`src/hw/alu_pkg.sv`:
```
package alu_pkg;
  // Operation codes, one-hot free binary select
  typedef enum logic [4:0] {
    OP_INC    = 5'h00,
    OP_DEC    = 5'h01,
    OP_COMP   = 5'h02,
    OP_COMP_A = 5'h03,
    OP_DIVB   = 5'h04,
    OP_DIVB_R = 5'h05,
    OP_DIVW   = 5'h06,
    OP_MULB   = 5'h07,
    OP_MULB_R = 5'h08,
    OP_MULW   = 5'h09,
    OP_MULW_R = 5'h0a,
    OP_AND    = 5'h0b,
    OP_OR     = 5'h0c,
    OP_XOR    = 5'h0d,
    OP_NOT    = 5'h0e,
    OP_ANDA   = 5'h0f,
    OP_ORA    = 5'h10,
    OP_XORA   = 5'h11,
    OP_NEGATE = 5'h12,
    OP_NORM   = 5'h13
  } alu_op_t;

  // Operand size
  typedef enum logic [1:0] {
    SZ_BYTE = 2'h0,
    SZ_WORD = 2'h1,
    SZ_LONG = 2'h2
  } alu_size_t;

  // Engine states
  typedef enum logic [2:0] {
    ST_IDLE = 3'b001,
    ST_BUSY = 3'b010,
    ST_DONE = 3'b100
  } alu_state_t;

  // Cycle counts
  localparam logic [5:0] CYC_INC_BYTE = 6'h02;
  localparam logic [5:0] CYC_INC_WORD = 6'h03;
  localparam logic [5:0] CYC_INC_LONG = 6'h07;
  localparam logic [5:0] CYC_COMP_BW  = 6'h02;
  localparam logic [5:0] CYC_COMP_L   = 6'h03;
  localparam logic [5:0] CYC_COMP_A   = 6'h01;
  localparam logic [5:0] CYC_DIVB_Z   = 6'h03;
  localparam logic [5:0] CYC_DIVB_V   = 6'h07;
  localparam logic [5:0] CYC_DIVB_N   = 6'h0f;
  localparam logic [5:0] CYC_DIVBR_Z  = 6'h04;
  localparam logic [5:0] CYC_DIVBR_V  = 6'h08;
  localparam logic [5:0] CYC_DIVBR_N  = 6'h10;
  localparam logic [5:0] CYC_DIVW_Z   = 6'h04;
  localparam logic [5:0] CYC_DIVW_V   = 6'h07;
  localparam logic [5:0] CYC_DIVW_N   = 6'h16;
  localparam logic [5:0] CYC_MULB_Z   = 6'h03;
  localparam logic [5:0] CYC_MULB_N   = 6'h07;
  localparam logic [5:0] CYC_MULBR_Z  = 6'h04;
  localparam logic [5:0] CYC_MULBR_N  = 6'h08;
  localparam logic [5:0] CYC_MULW_Z   = 6'h03;
  localparam logic [5:0] CYC_MULW_N   = 6'h0b;
  localparam logic [5:0] CYC_MULWR_Z  = 6'h04;
  localparam logic [5:0] CYC_MULWR_N  = 6'h0c;
  localparam logic [5:0] CYC_LOGIC_BW = 6'h02;
  localparam logic [5:0] CYC_LOGIC_L  = 6'h06;
  localparam logic [5:0] CYC_NEG      = 6'h03;
  localparam logic [5:0] CYC_NORM_Z   = 6'h04;
  localparam logic [5:0] CYC_NORM_B   = 6'h06;

  // Reset values
  localparam logic [31:0] RST_WORD32 = 32'h0000_0000;
  localparam logic [3:0]  RST_FLAGS  = 4'h0;
  // Flag bit positions in flags vector
  localparam int FLG_N = 3;
  localparam int FLG_Z = 2;
  localparam int FLG_V = 1;
  localparam int FLG_C = 0;
endpackage

```
`src/hw/alu_mem_if.sv`:
```
`timescale 1ns/1ps
interface alu_mem_if;
  logic        rd_req;
  logic        wr_req;
  logic        lock;
  logic [31:0] wdata;
  logic [31:0] rdata;
  modport core
  (
    output rd_req,
    output wr_req,
    output lock,
    output wdata,
    input  rdata
  );
  modport port
  (
    input  rd_req,
    input  wr_req,
    input  lock,
    input  wdata,
    output rdata
  );
endinterface

```
`src/hw/alu_rmw_port.sv`:
```
`timescale 1ns/1ps
module alu_rmw_port
(
  // Clock and reset
  input  wire logic  clk,
  input  wire logic  rst,
  // Core side
  alu_mem_if.port    mi,
  input  wire logic [31:0] mem_rdata,
  // Bus side
  output logic       bus_rd,
  output logic       bus_wr,
  output logic       bus_lock,
  output logic [31:0] bus_wdata
);
  assign mi.rdata = mem_rdata;

  // bus lock spans read to write
  always_ff @(posedge clk)
  begin
    if (rst)
    begin
      bus_rd    <= 1'b0;
      bus_wr    <= 1'b0;
      bus_lock  <= 1'b0;
      bus_wdata <= alu_pkg::RST_WORD32;
    end
    else
    begin
      bus_rd    <= mi.rd_req;
      bus_wr    <= mi.wr_req;
      bus_lock  <= mi.lock;
      bus_wdata <= mi.wdata;
    end
  end

  property p_rmw_lock;
    @(posedge clk) disable iff (rst)
    bus_wr |-> bus_lock;
  endproperty
  a_rmw_lock: assert property (p_rmw_lock)
    else $error("write outside lock");
endmodule

```
`src/hw/alu_cycle_timer.sv`:
```
`timescale 1ns/1ps
module alu_cycle_timer
(
  // Clock and reset
  input  wire logic       clk,
  input  wire logic       rst,
  // Control
  input  wire logic       load,
  input  wire logic [5:0] count,
  // Status
  output logic            last
);
  logic [5:0] cnt_q;
  always_ff @(posedge clk)
  begin
    if (rst)
      cnt_q <= 6'h00;
    else if (load)
      cnt_q <= count;
    else if (cnt_q != 6'h00)
      cnt_q <= cnt_q - 6'h01;
  end
  assign last = (cnt_q == 6'h01);
endmodule

```
`src/hw/alu_core.sv`:
```
`timescale 1ns/1ps
// What this block does
// - Inc/dec add or subtract one, set N Z V, keep C; long takes 7.
// - Byte register increment writes register plus one in 2 cycles.
// - Compare subtracts, stores nothing, sets NZVC; upper-lower form; imm32 3.
// - Upper half over low byte; quotient low, remainder high; V C only.
// - Accumulator byte divide: 3 zero, 7 overflow, 15 otherwise.
// - Register byte divide: 4 zero, 8 overflow, 16 otherwise.
// - Word divide: 32-bit acc by register, quotient acc, remainder reg.
// - Register word divide: 4 zero, 7 overflow, 22 otherwise.
// - Byte multiply of upper by lower half bytes, no flags, 3 or 7 cycles.
// - Byte register multiply: 4 when register zero, else 8.
// - Word acc multiply halves to 32 bits, 3 or 11 cycles.
// - Word register multiply to 32 bits, 4 or 12 cycles.
// - Byte logic sets N Z, clears V, keeps C; immediate 2 cycles.
// - Single-operand word logic combines upper half with acc in 2 cycles.
// - Long logic with register pair: 6 cycles, N Z set, V cleared.
// - Negate gives zero minus operand, NZVC; register form 3 cycles.
// - Normalize shifts left to msb one, count to byte reg, Z only.
// - Normalize: 4 cycles if zero, else 6 plus shift count.
module alu_core
(
  // Clock and reset
  input  wire logic               clk,
  input  wire logic               rst,
  // Request
  input  wire logic               start,
  input  wire alu_pkg::alu_op_t   op,
  input  wire alu_pkg::alu_size_t size,
  input  wire logic               mem_form,
  input  wire logic [31:0]        acc_in,
  input  wire logic [15:0]        acc_upper_half,
  input  wire logic [31:0]        opnd,
  input  wire logic [3:0]         flags_in,
  // Memory
  input  wire logic [31:0]        mem_rdata,
  output logic                    bus_rd,
  output logic                    bus_wr,
  output logic                    bus_lock,
  output logic [31:0]             bus_wdata,
  // Result
  output logic                    busy_q,
  output logic                    done_q,
  output logic [31:0]             acc_q,
  output logic [31:0]             reg_q,
  output logic                    acc_we_q,
  output logic                    reg_we_q,
  output logic [7:0]              shift_count_reg_q,
  output logic                    cnt_we_q,
  output logic [3:0]              flags_q
);
  alu_mem_if mi ();
  alu_pkg::alu_state_t state_q;
  logic        last;
  logic        load;
  logic [5:0]  cyc_d;
  logic [31:0] acc_d;
  logic [31:0] reg_d;
  logic        acc_we_d;
  logic        reg_we_d;
  logic        cnt_we_d;
  logic [7:0]  cnt_d;
  logic [3:0]  flags_d;
  logic        mem_q;
  logic [31:0] src;

  function automatic logic [31:0] size_mask(input alu_pkg::alu_size_t s);
    case (s)
      alu_pkg::SZ_BYTE: size_mask = 32'h0000_00ff;
      alu_pkg::SZ_WORD: size_mask = 32'h0000_ffff;
      default:          size_mask = 32'hffff_ffff;
    endcase
  endfunction

  function automatic logic msb_of(input logic [31:0] v,
                                  input alu_pkg::alu_size_t s);
    case (s)
      alu_pkg::SZ_BYTE: msb_of = v[7];
      alu_pkg::SZ_WORD: msb_of = v[15];
      default:          msb_of = v[31];
    endcase
  endfunction

  assign load = start && (state_q == alu_pkg::ST_IDLE);
  assign src  = mem_form ? mem_rdata : opnd;

  alu_cycle_timer u_timer
  (
    .clk   (clk),
    .rst   (rst),
    .load  (load),
    .count (cyc_d),
    .last  (last)
  );

  alu_rmw_port u_port
  (
    .clk       (clk),
    .rst       (rst),
    .mi        (mi),
    .mem_rdata (mem_rdata),
    .bus_rd    (bus_rd),
    .bus_wr    (bus_wr),
    .bus_lock  (bus_lock),
    .bus_wdata (bus_wdata)
  );

  // Result and cycle count, computed at start
  always_comb
  begin
    logic [31:0] m;
    logic [31:0] a;
    logic [31:0] b;
    logic [32:0] diff;
    logic [31:0] r;
    logic        ov;
    logic [15:0] q16;
    logic [31:0] q32;
    logic [5:0]  sh;
    m        = size_mask(size);
    a        = acc_in & m;
    b        = src & m;
    diff     = 33'h0_0000_0000;
    r        = 32'h0000_0000;
    ov       = 1'b0;
    q16      = 16'h0000;
    q32      = 32'h0000_0000;
    sh       = 6'h00;
    acc_d    = acc_in;
    reg_d    = src;
    acc_we_d = 1'b0;
    reg_we_d = 1'b0;
    cnt_we_d = 1'b0;
    cnt_d    = 8'h00;
    flags_d  = flags_in;
    cyc_d    = alu_pkg::CYC_LOGIC_BW;
    case (op)
      // plus or minus one, carry kept
      alu_pkg::OP_INC, alu_pkg::OP_DEC:
      begin
        if (op == alu_pkg::OP_INC)
          r = (b + 32'h0000_0001) & m;
        else
          r = (b - 32'h0000_0001) & m;
        ov = (op == alu_pkg::OP_INC) ? (r == ((m >> 1) + 32'h0000_0001))
                                     : (r == (m >> 1));
        reg_d    = r;
        reg_we_d = 1'b1;
        flags_d[alu_pkg::FLG_N] = msb_of(r, size);
        flags_d[alu_pkg::FLG_Z] = (r == 32'h0000_0000);
        flags_d[alu_pkg::FLG_V] = ov;
        case (size)
          alu_pkg::SZ_BYTE: cyc_d = (op == alu_pkg::OP_INC)
                                    ? alu_pkg::CYC_INC_BYTE
                                    : alu_pkg::CYC_INC_WORD;
          alu_pkg::SZ_WORD: cyc_d = alu_pkg::CYC_INC_WORD;
          default:          cyc_d = alu_pkg::CYC_INC_LONG;
        endcase
      end
      alu_pkg::OP_COMP, alu_pkg::OP_COMP_A:
      begin
        if (op == alu_pkg::OP_COMP_A)
        begin
          a = {16'h0000, acc_upper_half} & m;
          b = acc_in & m;
        end
        diff = {1'b0, a} - {1'b0, b};
        r    = diff[31:0] & m;
        flags_d[alu_pkg::FLG_N] = msb_of(r, size);
        flags_d[alu_pkg::FLG_Z] = (r == 32'h0000_0000);
        flags_d[alu_pkg::FLG_V] = (msb_of(a, size) != msb_of(b, size)) &&
                                  (msb_of(r, size) != msb_of(a, size));
        flags_d[alu_pkg::FLG_C] = (a < b);
        if (op == alu_pkg::OP_COMP_A)
          cyc_d = alu_pkg::CYC_COMP_A;
        else if (size == alu_pkg::SZ_LONG)
          cyc_d = alu_pkg::CYC_COMP_L;
        else
          cyc_d = alu_pkg::CYC_COMP_BW;
      end
      alu_pkg::OP_DIVB, alu_pkg::OP_DIVB_R:
      begin
        b  = (op == alu_pkg::OP_DIVB) ? {24'h00_0000, acc_in[7:0]}
                                      : {24'h00_0000, src[7:0]};
        a  = (op == alu_pkg::OP_DIVB) ? {16'h0000, acc_upper_half}
                                      : {16'h0000, acc_in[15:0]};
        ov = (b == 32'h0000_0000) || ((a >> 8) >= b);
        flags_d[alu_pkg::FLG_V] = ov;
        flags_d[alu_pkg::FLG_C] = ov;
        if (!ov)
        begin
          q16 = a[15:0] / b[15:0];
          r   = a % b;
          acc_we_d = 1'b1;
          if (op == alu_pkg::OP_DIVB)
            // Remainder lands in the upper half
            acc_d = {acc_upper_half[15:8], r[7:0], acc_in[15:8],
                     q16[7:0]};
          else
          begin
            acc_d    = {acc_in[31:8], q16[7:0]};
            reg_d    = {src[31:8], r[7:0]};
            reg_we_d = 1'b1;
          end
        end
        if (op == alu_pkg::OP_DIVB)
          cyc_d = ov ? alu_pkg::CYC_DIVB_V :
                  (q16 == 16'h0000) ? alu_pkg::CYC_DIVB_Z
                                    : alu_pkg::CYC_DIVB_N;
        else
          cyc_d = ov ? alu_pkg::CYC_DIVBR_V :
                  (q16 == 16'h0000) ? alu_pkg::CYC_DIVBR_Z
                                    : alu_pkg::CYC_DIVBR_N;
      end
      alu_pkg::OP_DIVW:
      begin
        b  = {16'h0000, src[15:0]};
        ov = (b == 32'h0000_0000) || ((acc_in >> 16) >= b);
        flags_d[alu_pkg::FLG_V] = ov;
        flags_d[alu_pkg::FLG_C] = ov;
        if (!ov)
        begin
          q32      = acc_in / b;
          r        = acc_in % b;
          acc_d    = {acc_in[31:16], q32[15:0]};
          reg_d    = {16'h0000, r[15:0]};
          acc_we_d = 1'b1;
          reg_we_d = 1'b1;
        end
        cyc_d = ov ? alu_pkg::CYC_DIVW_V :
                (q32 == 32'h0000_0000) ? alu_pkg::CYC_DIVW_Z
                                       : alu_pkg::CYC_DIVW_N;
      end
      alu_pkg::OP_MULB, alu_pkg::OP_MULB_R:
      begin
        a = (op == alu_pkg::OP_MULB) ? {24'h00_0000, acc_upper_half[7:0]}
                                     : {24'h00_0000, src[7:0]};
        // Sized so the product keeps all 16 bits
        r = {16'h0000, 16'(a[7:0]) * 16'(acc_in[7:0])};
        acc_d    = {acc_in[31:16], r[15:0]};
        acc_we_d = 1'b1;
        if (op == alu_pkg::OP_MULB)
          cyc_d = (a == 32'h0000_0000) ? alu_pkg::CYC_MULB_Z
                                       : alu_pkg::CYC_MULB_N;
        else
          cyc_d = (a == 32'h0000_0000) ? alu_pkg::CYC_MULBR_Z
                                       : alu_pkg::CYC_MULBR_N;
      end
      alu_pkg::OP_MULW, alu_pkg::OP_MULW_R:
      begin
        a = (op == alu_pkg::OP_MULW) ? {16'h0000, acc_upper_half}
                                     : {16'h0000, src[15:0]};
        acc_d    = a[15:0] * acc_in[15:0];
        acc_we_d = 1'b1;
        if (op == alu_pkg::OP_MULW)
          cyc_d = (a == 32'h0000_0000) ? alu_pkg::CYC_MULW_Z
                                       : alu_pkg::CYC_MULW_N;
        else
          cyc_d = (a == 32'h0000_0000) ? alu_pkg::CYC_MULWR_Z
                                       : alu_pkg::CYC_MULWR_N;
      end
      // logic ops, N Z, V cleared
      alu_pkg::OP_AND, alu_pkg::OP_OR, alu_pkg::OP_XOR, alu_pkg::OP_NOT:
      begin
        case (op)
          alu_pkg::OP_AND: r = a & b;
          alu_pkg::OP_OR:  r = a | b;
          alu_pkg::OP_XOR: r = a ^ b;
          default:         r = ~a & m;
        endcase
        acc_d    = (acc_in & ~m) | r;
        acc_we_d = 1'b1;
        flags_d[alu_pkg::FLG_N] = msb_of(r, size);
        flags_d[alu_pkg::FLG_Z] = (r == 32'h0000_0000);
        flags_d[alu_pkg::FLG_V] = 1'b0;
        cyc_d = (size == alu_pkg::SZ_LONG) ? alu_pkg::CYC_LOGIC_L
                                           : alu_pkg::CYC_LOGIC_BW;
      end
      alu_pkg::OP_ANDA, alu_pkg::OP_ORA, alu_pkg::OP_XORA:
      begin
        case (op)
          alu_pkg::OP_ANDA: q16 = acc_upper_half & acc_in[15:0];
          alu_pkg::OP_ORA:  q16 = acc_upper_half | acc_in[15:0];
          default:          q16 = acc_upper_half ^ acc_in[15:0];
        endcase
        acc_d    = {acc_in[31:16], q16};
        acc_we_d = 1'b1;
        flags_d[alu_pkg::FLG_N] = q16[15];
        flags_d[alu_pkg::FLG_Z] = (q16 == 16'h0000);
        flags_d[alu_pkg::FLG_V] = 1'b0;
        cyc_d = alu_pkg::CYC_LOGIC_BW;
      end
      alu_pkg::OP_NEGATE:
      begin
        r        = (32'h0000_0000 - b) & m;
        reg_d    = r;
        reg_we_d = 1'b1;
        flags_d[alu_pkg::FLG_N] = msb_of(r, size);
        flags_d[alu_pkg::FLG_Z] = (r == 32'h0000_0000);
        flags_d[alu_pkg::FLG_V] = (r == ((m >> 1) + 32'h0000_0001));
        flags_d[alu_pkg::FLG_C] = (b != 32'h0000_0000);
        cyc_d = alu_pkg::CYC_NEG;
      end
      alu_pkg::OP_NORM:
      begin
        for (int i = 31; i >= 0; i--)
          if (acc_in[i] && (sh == 6'h00) && (r == 32'h0000_0000))
          begin
            sh = 6'(31 - i);
            r  = 32'h0000_0001;
          end
        acc_d    = acc_in << sh;
        acc_we_d = 1'b1;
        cnt_d    = {2'b00, sh};
        cnt_we_d = 1'b1;
        flags_d[alu_pkg::FLG_Z] = (acc_in == 32'h0000_0000);
        cyc_d = (acc_in == 32'h0000_0000) ? alu_pkg::CYC_NORM_Z
                                          : 6'(alu_pkg::CYC_NORM_B + sh);
      end
      default:
        cyc_d = alu_pkg::CYC_LOGIC_BW;
    endcase
  end

  // Engine sequencing
  always_ff @(posedge clk)
  begin
    if (rst)
      state_q <= alu_pkg::ST_IDLE;
    else
      case (state_q)
        alu_pkg::ST_IDLE: if (start) state_q <= alu_pkg::ST_BUSY;
        alu_pkg::ST_BUSY: if (last)  state_q <= alu_pkg::ST_DONE;
        alu_pkg::ST_DONE: state_q <= alu_pkg::ST_IDLE;
        default:          state_q <= alu_pkg::ST_IDLE;
      endcase
  end

  // Results latched at start, held until the next start
  always_ff @(posedge clk)
  begin
    if (rst)
    begin
      acc_q             <= alu_pkg::RST_WORD32;
      reg_q             <= alu_pkg::RST_WORD32;
      acc_we_q          <= 1'b0;
      reg_we_q          <= 1'b0;
      cnt_we_q          <= 1'b0;
      shift_count_reg_q <= 8'h00;
      flags_q           <= alu_pkg::RST_FLAGS;
      mem_q             <= 1'b0;
    end
    else if (load)
    begin
      acc_q             <= acc_d;
      reg_q             <= reg_d;
      acc_we_q          <= acc_we_d;
      reg_we_q          <= reg_we_d & ~mem_form;
      cnt_we_q          <= cnt_we_d;
      shift_count_reg_q <= cnt_d;
      flags_q           <= flags_d;
      mem_q             <= mem_form & reg_we_d;
    end
  end

  always_ff @(posedge clk)
  begin
    if (rst)
    begin
      busy_q <= 1'b0;
      done_q <= 1'b0;
    end
    else
    begin
      // No busy blip in the done-to-idle cycle
      busy_q <= load || ((state_q == alu_pkg::ST_BUSY) && !last);
      done_q <= (state_q == alu_pkg::ST_BUSY) && last;
    end
  end

  assign mi.rd_req = load && mem_form;
  assign mi.lock   = (load && mem_form) ||
                     (mem_q && (state_q == alu_pkg::ST_BUSY));
  assign mi.wr_req = mem_q && (state_q == alu_pkg::ST_BUSY) && last;
  assign mi.wdata  = reg_q;

  property p_inc_long;
    @(posedge clk) disable iff (rst)
    (load && op == alu_pkg::OP_INC && size == alu_pkg::SZ_LONG)
      |-> !done_q [*8] ##1 done_q;
  endproperty
  a_inc_long: assert property (p_inc_long)
    else $error("long inc timing");

  property p_inc_byte;
    @(posedge clk) disable iff (rst)
    (load && op == alu_pkg::OP_INC && size == alu_pkg::SZ_BYTE)
      |-> ##3 done_q;
  endproperty
  a_inc_byte: assert property (p_inc_byte)
    else $error("byte inc timing");

  property p_comp_nostore;
    @(posedge clk) disable iff (rst)
    (load && (op == alu_pkg::OP_COMP || op == alu_pkg::OP_COMP_A))
      |=> !acc_we_q && !reg_we_q;
  endproperty
  a_comp_nostore: assert property (p_comp_nostore)
    else $error("compare wrote result");

  // accumulator divide is 3, 7 or 15
  property p_divb_time;
    @(posedge clk) disable iff (rst)
    (load && op == alu_pkg::OP_DIVB)
      |-> ##4 done_q or ##8 done_q or ##16 done_q;
  endproperty
  a_divb_time: assert property (p_divb_time)
    else $error("byte divide timing");

  // word divide is 4, 7 or 22
  property p_divw_time;
    @(posedge clk) disable iff (rst)
    (load && op == alu_pkg::OP_DIVW)
      |-> ##5 done_q or ##8 done_q or ##23 done_q;
  endproperty
  a_divw_time: assert property (p_divw_time)
    else $error("word divide timing");

  property p_mul_flags;
    @(posedge clk) disable iff (rst)
    (load && op == alu_pkg::OP_MULB) |=> flags_q == $past(flags_in);
  endproperty
  a_mul_flags: assert property (p_mul_flags)
    else $error("multiply changed flags");

  property p_logic_v;
    @(posedge clk) disable iff (rst)
    (load && op == alu_pkg::OP_AND)
      |=> !flags_q[alu_pkg::FLG_V] &&
          flags_q[alu_pkg::FLG_C] == $past(flags_in[alu_pkg::FLG_C]);
  endproperty
  a_logic_v: assert property (p_logic_v)
    else $error("logic flag error");

  property p_norm_zero;
    @(posedge clk) disable iff (rst)
    (load && op == alu_pkg::OP_NORM && acc_in == 32'h0000_0000)
      |-> ##5 done_q;
  endproperty
  a_norm_zero: assert property (p_norm_zero)
    else $error("normalize zero timing");
endmodule

```
`config.mk`:
```
export PLATFORM = sky130hd
export DESIGN_NAME = alu_core
export DESIGN_NICKNAME = d
export VERILOG_FILES = /design/src/hw/alu_pkg.sv /design/src/hw/alu_mem_if.sv /design/src/hw/alu_rmw_port.sv /design/src/hw/alu_cycle_timer.sv /design/src/hw/alu_core.sv
export SDC_FILE = /design/constraint.sdc
export NUM_CORES = 2
export LEC_CHECK = 0
export BUFFER_PORTS_ARGS = -buffer_cell sky130_fd_sc_hd__buf_4
export CAP_MARGIN = 30
export CELL_PAD_IN_SITES_DETAIL_PLACEMENT = 0
export CELL_PAD_IN_SITES_GLOBAL_PLACEMENT = 1
export CORE_ASPECT_RATIO = 2
export CORE_MARGIN = 2
export CORE_UTILIZATION = 44
export CTS_BUF_LIST = sky130_fd_sc_hd__clkbuf_16
export CTS_CLUSTER_DIAMETER = 200
export DETAILED_ROUTE_END_ITERATION = 7
export GPL_TIMING_DRIVEN = 0
export PLACE_DENSITY_LB_ADDON = 0.1
export SETUP_SLACK_MARGIN = 0.15
export SLEW_MARGIN = 20
export SYNTH_ARGS = -nofsm -noshare
export SYNTH_HDL_FRONTEND = slang
export SYNTH_HIERARCHICAL = 1
export SYNTH_SLANG_ARGS = --single-unit
```
`constraint.sdc`:
```
create_clock -name clk -period 122.1 [get_ports clk]
set_clock_uncertainty 0.2 [all_clocks]
set_input_delay 6.105 -clock clk [delete_from_list [all_inputs] [get_ports clk]]
set_output_delay 6.105 -clock clk [all_outputs]
set_load 0.03 [all_outputs]
```
==> results.toml <==
[sta]
fin_hold_ws_ps = 265
finalSetupViolCount = 0
maxSlewViolCount = 0
fmax_ghz = 0.00858
slew_headroom_pct = 20.5
timing.final.crit_period_ps = 116600
timing.final.crit_share_pct = 95.5
worst_pin_slew_ps = 1190
final-hold-violation-count = 0

[clocking]
clkLatencyLatePin_ps = 530
cts_max_level = 4
numCtsBuffers = 17
hold_buffers = 0
cts_sinks = 123
root_buffer = "clkbuf_16"
clock_path_buffers = 2
clk_pin_slew_worst_paths_ps = 70
cts_tree = "built"

[job]
maxCapViolations = 0

[detailed_routing]
drtIter0Drc = 4856
routed_wl_mm = 337
vias = 79108
dr.pass1.iters = 6
via_per_inst = 6.51
ant_nets = 0
wl_per_cell_um = 27.8
drt_drc_violations_left = 0

[placement]
io_buffer_count = 236
hpwl_mm = 278
routabilityCongestion = 1.07

[critical_path]
max_stage_delay_ps = 620
path_delay_family = "compound AO/OA/AOI/OAI gates"
r2r_start = "state_q[1]"
cp_num_buf_inv = 64
crit_end = "reg_q[7]"
arrival_ps = 116810
startpoint = "mem_form"
critPathMostFrequentCell = "o21a_1"
reg2reg_to = "u_timer/cnt_q[5]"
cp-end-kind = "register"
crit_type = "in2reg"
cp_max_fo = 14
cpMaxStageDelayCell = "or4_4"
crit_required_ps = 122310
r2r_slack_ps = 117670
worstSetupStartpointType = "input pin"
cp_num_cells = 580
r2r_cells = 10

[synthesis]
netlist_area_sq_um = 69000
synth_cells = 9580
ys_warn_count = 6
syn_avg_cell_area_sq_um = 7.20

[global_route]
antenna_found_initial = 25
grt_pass1_wl_mm = 491
grt_usage_pct = 41.0
grt_max_degree = 47
first_global_vias = 79421
grt_overflow = 0

[floorplanning]
boundaryPins = 243
die-height_um = 564
core_sq_um = 156000
die_x_um = 284
rows = 205
initial_core_util_pct = 44.3
die-area_sq_um = 160000

[min_path]
min_path_type = "reg2reg"

[finish]
area_growth_pct = 13.2
final_layout_size_suffix_gt1_share_pct = 12.0
num-nets-final = 11463

[outcome]
outcome = "complete, no violations"
worst min path at each step:
stage,cells after the start,to,startpoint,slack [ps]
floorplan,2,mem_q,mem_q,250
global placement,2,acc_q[10],acc_q[10],240
detailed placement,2,acc_q[1],acc_q[1],250
CTS,2,flags_q[0],flags_q[0],260
global route,2,acc_q[27],acc_q[27],280
finish,2,acc_q[1],acc_q[1],260
placed cells by master, fill, tap and decap left out, types with 30 or more instances in the layout:
cell	instances
nand3_1	145
mux2_2	191
o21ai_0	292
o22ai_1	34
o21ai_1	54
a221oi_1	64
xor2_1	127
buf_4	393
o21a_1	562
fa_1	234
a31oi_1	54
nand2_1	947
nor2_1	855
mux2i_1	135
clkbuf_1	269
o221ai_1	81
xnor2_1	250
o211ai_1	67
nand4_1	103
a21o_1	198
or2_2	102
a22oi_1	42
o21bai_1	56
dfxtp_1	123
buf_2	32
inv_1	512
and3_1	51
buf_6	44
o31ai_1	267
a211oi_1	47
or3_1	76
buf_16	30
a21oi_1	586
nor3_1	674
ha_1	1043
nand2b_1	106
nor2b_1	94
and2_1	174
nor4_1	72
area by class of cell:
type                       count  area, sq um
buffer                       402         1970
clock inverter                15          143
tap                         2070         2590
antenna                       22         55.1
timing repair buffer         441         4110
multi-input combinational   8542        64300
clock buffer                  17          425
fill                       16003        77700
sequential                   123         2460
inverter                     523         2000
state kept, by name (all words and copies together) (netlist names):
register	cells
acc_we_q	1
done_q	1
u_port/bus_rd	1
shift_count_reg_q	5
cnt_we_q	1
u_port/bus_wr	1
busy_q	1
reg_q	32
u_port/bus_lock	1
u_port/bus_wdata	32
flags_q	4
state_q	3
acc_q	32
reg_we_q	1
mem_q	1
u_timer/cnt_q	6
timing repair:
action,in CTS,in global routing
pin swaps,18,59
endpoints found under the setup margin,21,20
resized for setup,180,251
cloned,0,1
buffers inserted,26,74
through the flow:
step	setup slack, ps	area (sq um)	TNS, ps	instances	utilization [%]
finish	5500	78000	0	12155	50.1
global route	-303	78000	-4320	12136	50.1
CTS	192	76400	0	12044	49.1
detailed placement	-15860	75100	-305460	11992	48.2
global placement	-19470	73400	-384590	11904	47.1
floorplan	3770	69000	0	9598	-
routing by layer:
layer	routed length (um)	part of all wire [%]	track usage, %
met1	108000	32	36.7
met2	171000	51	74.9
met3	19800	5.9	8.59
met4	38900	12	40.9
met5	70	0.021	0
worst reg2reg max path, delay by kind of cell, from the launching register on:
kind,cells,cell delay [ps]
buf+inv,6,2950
simple gates,2,510
compound gates,2,390
flops,1,310
Power is not shown: default switching activity piles up to over one toggle a cycle in this logic, so the estimate is an artifact.
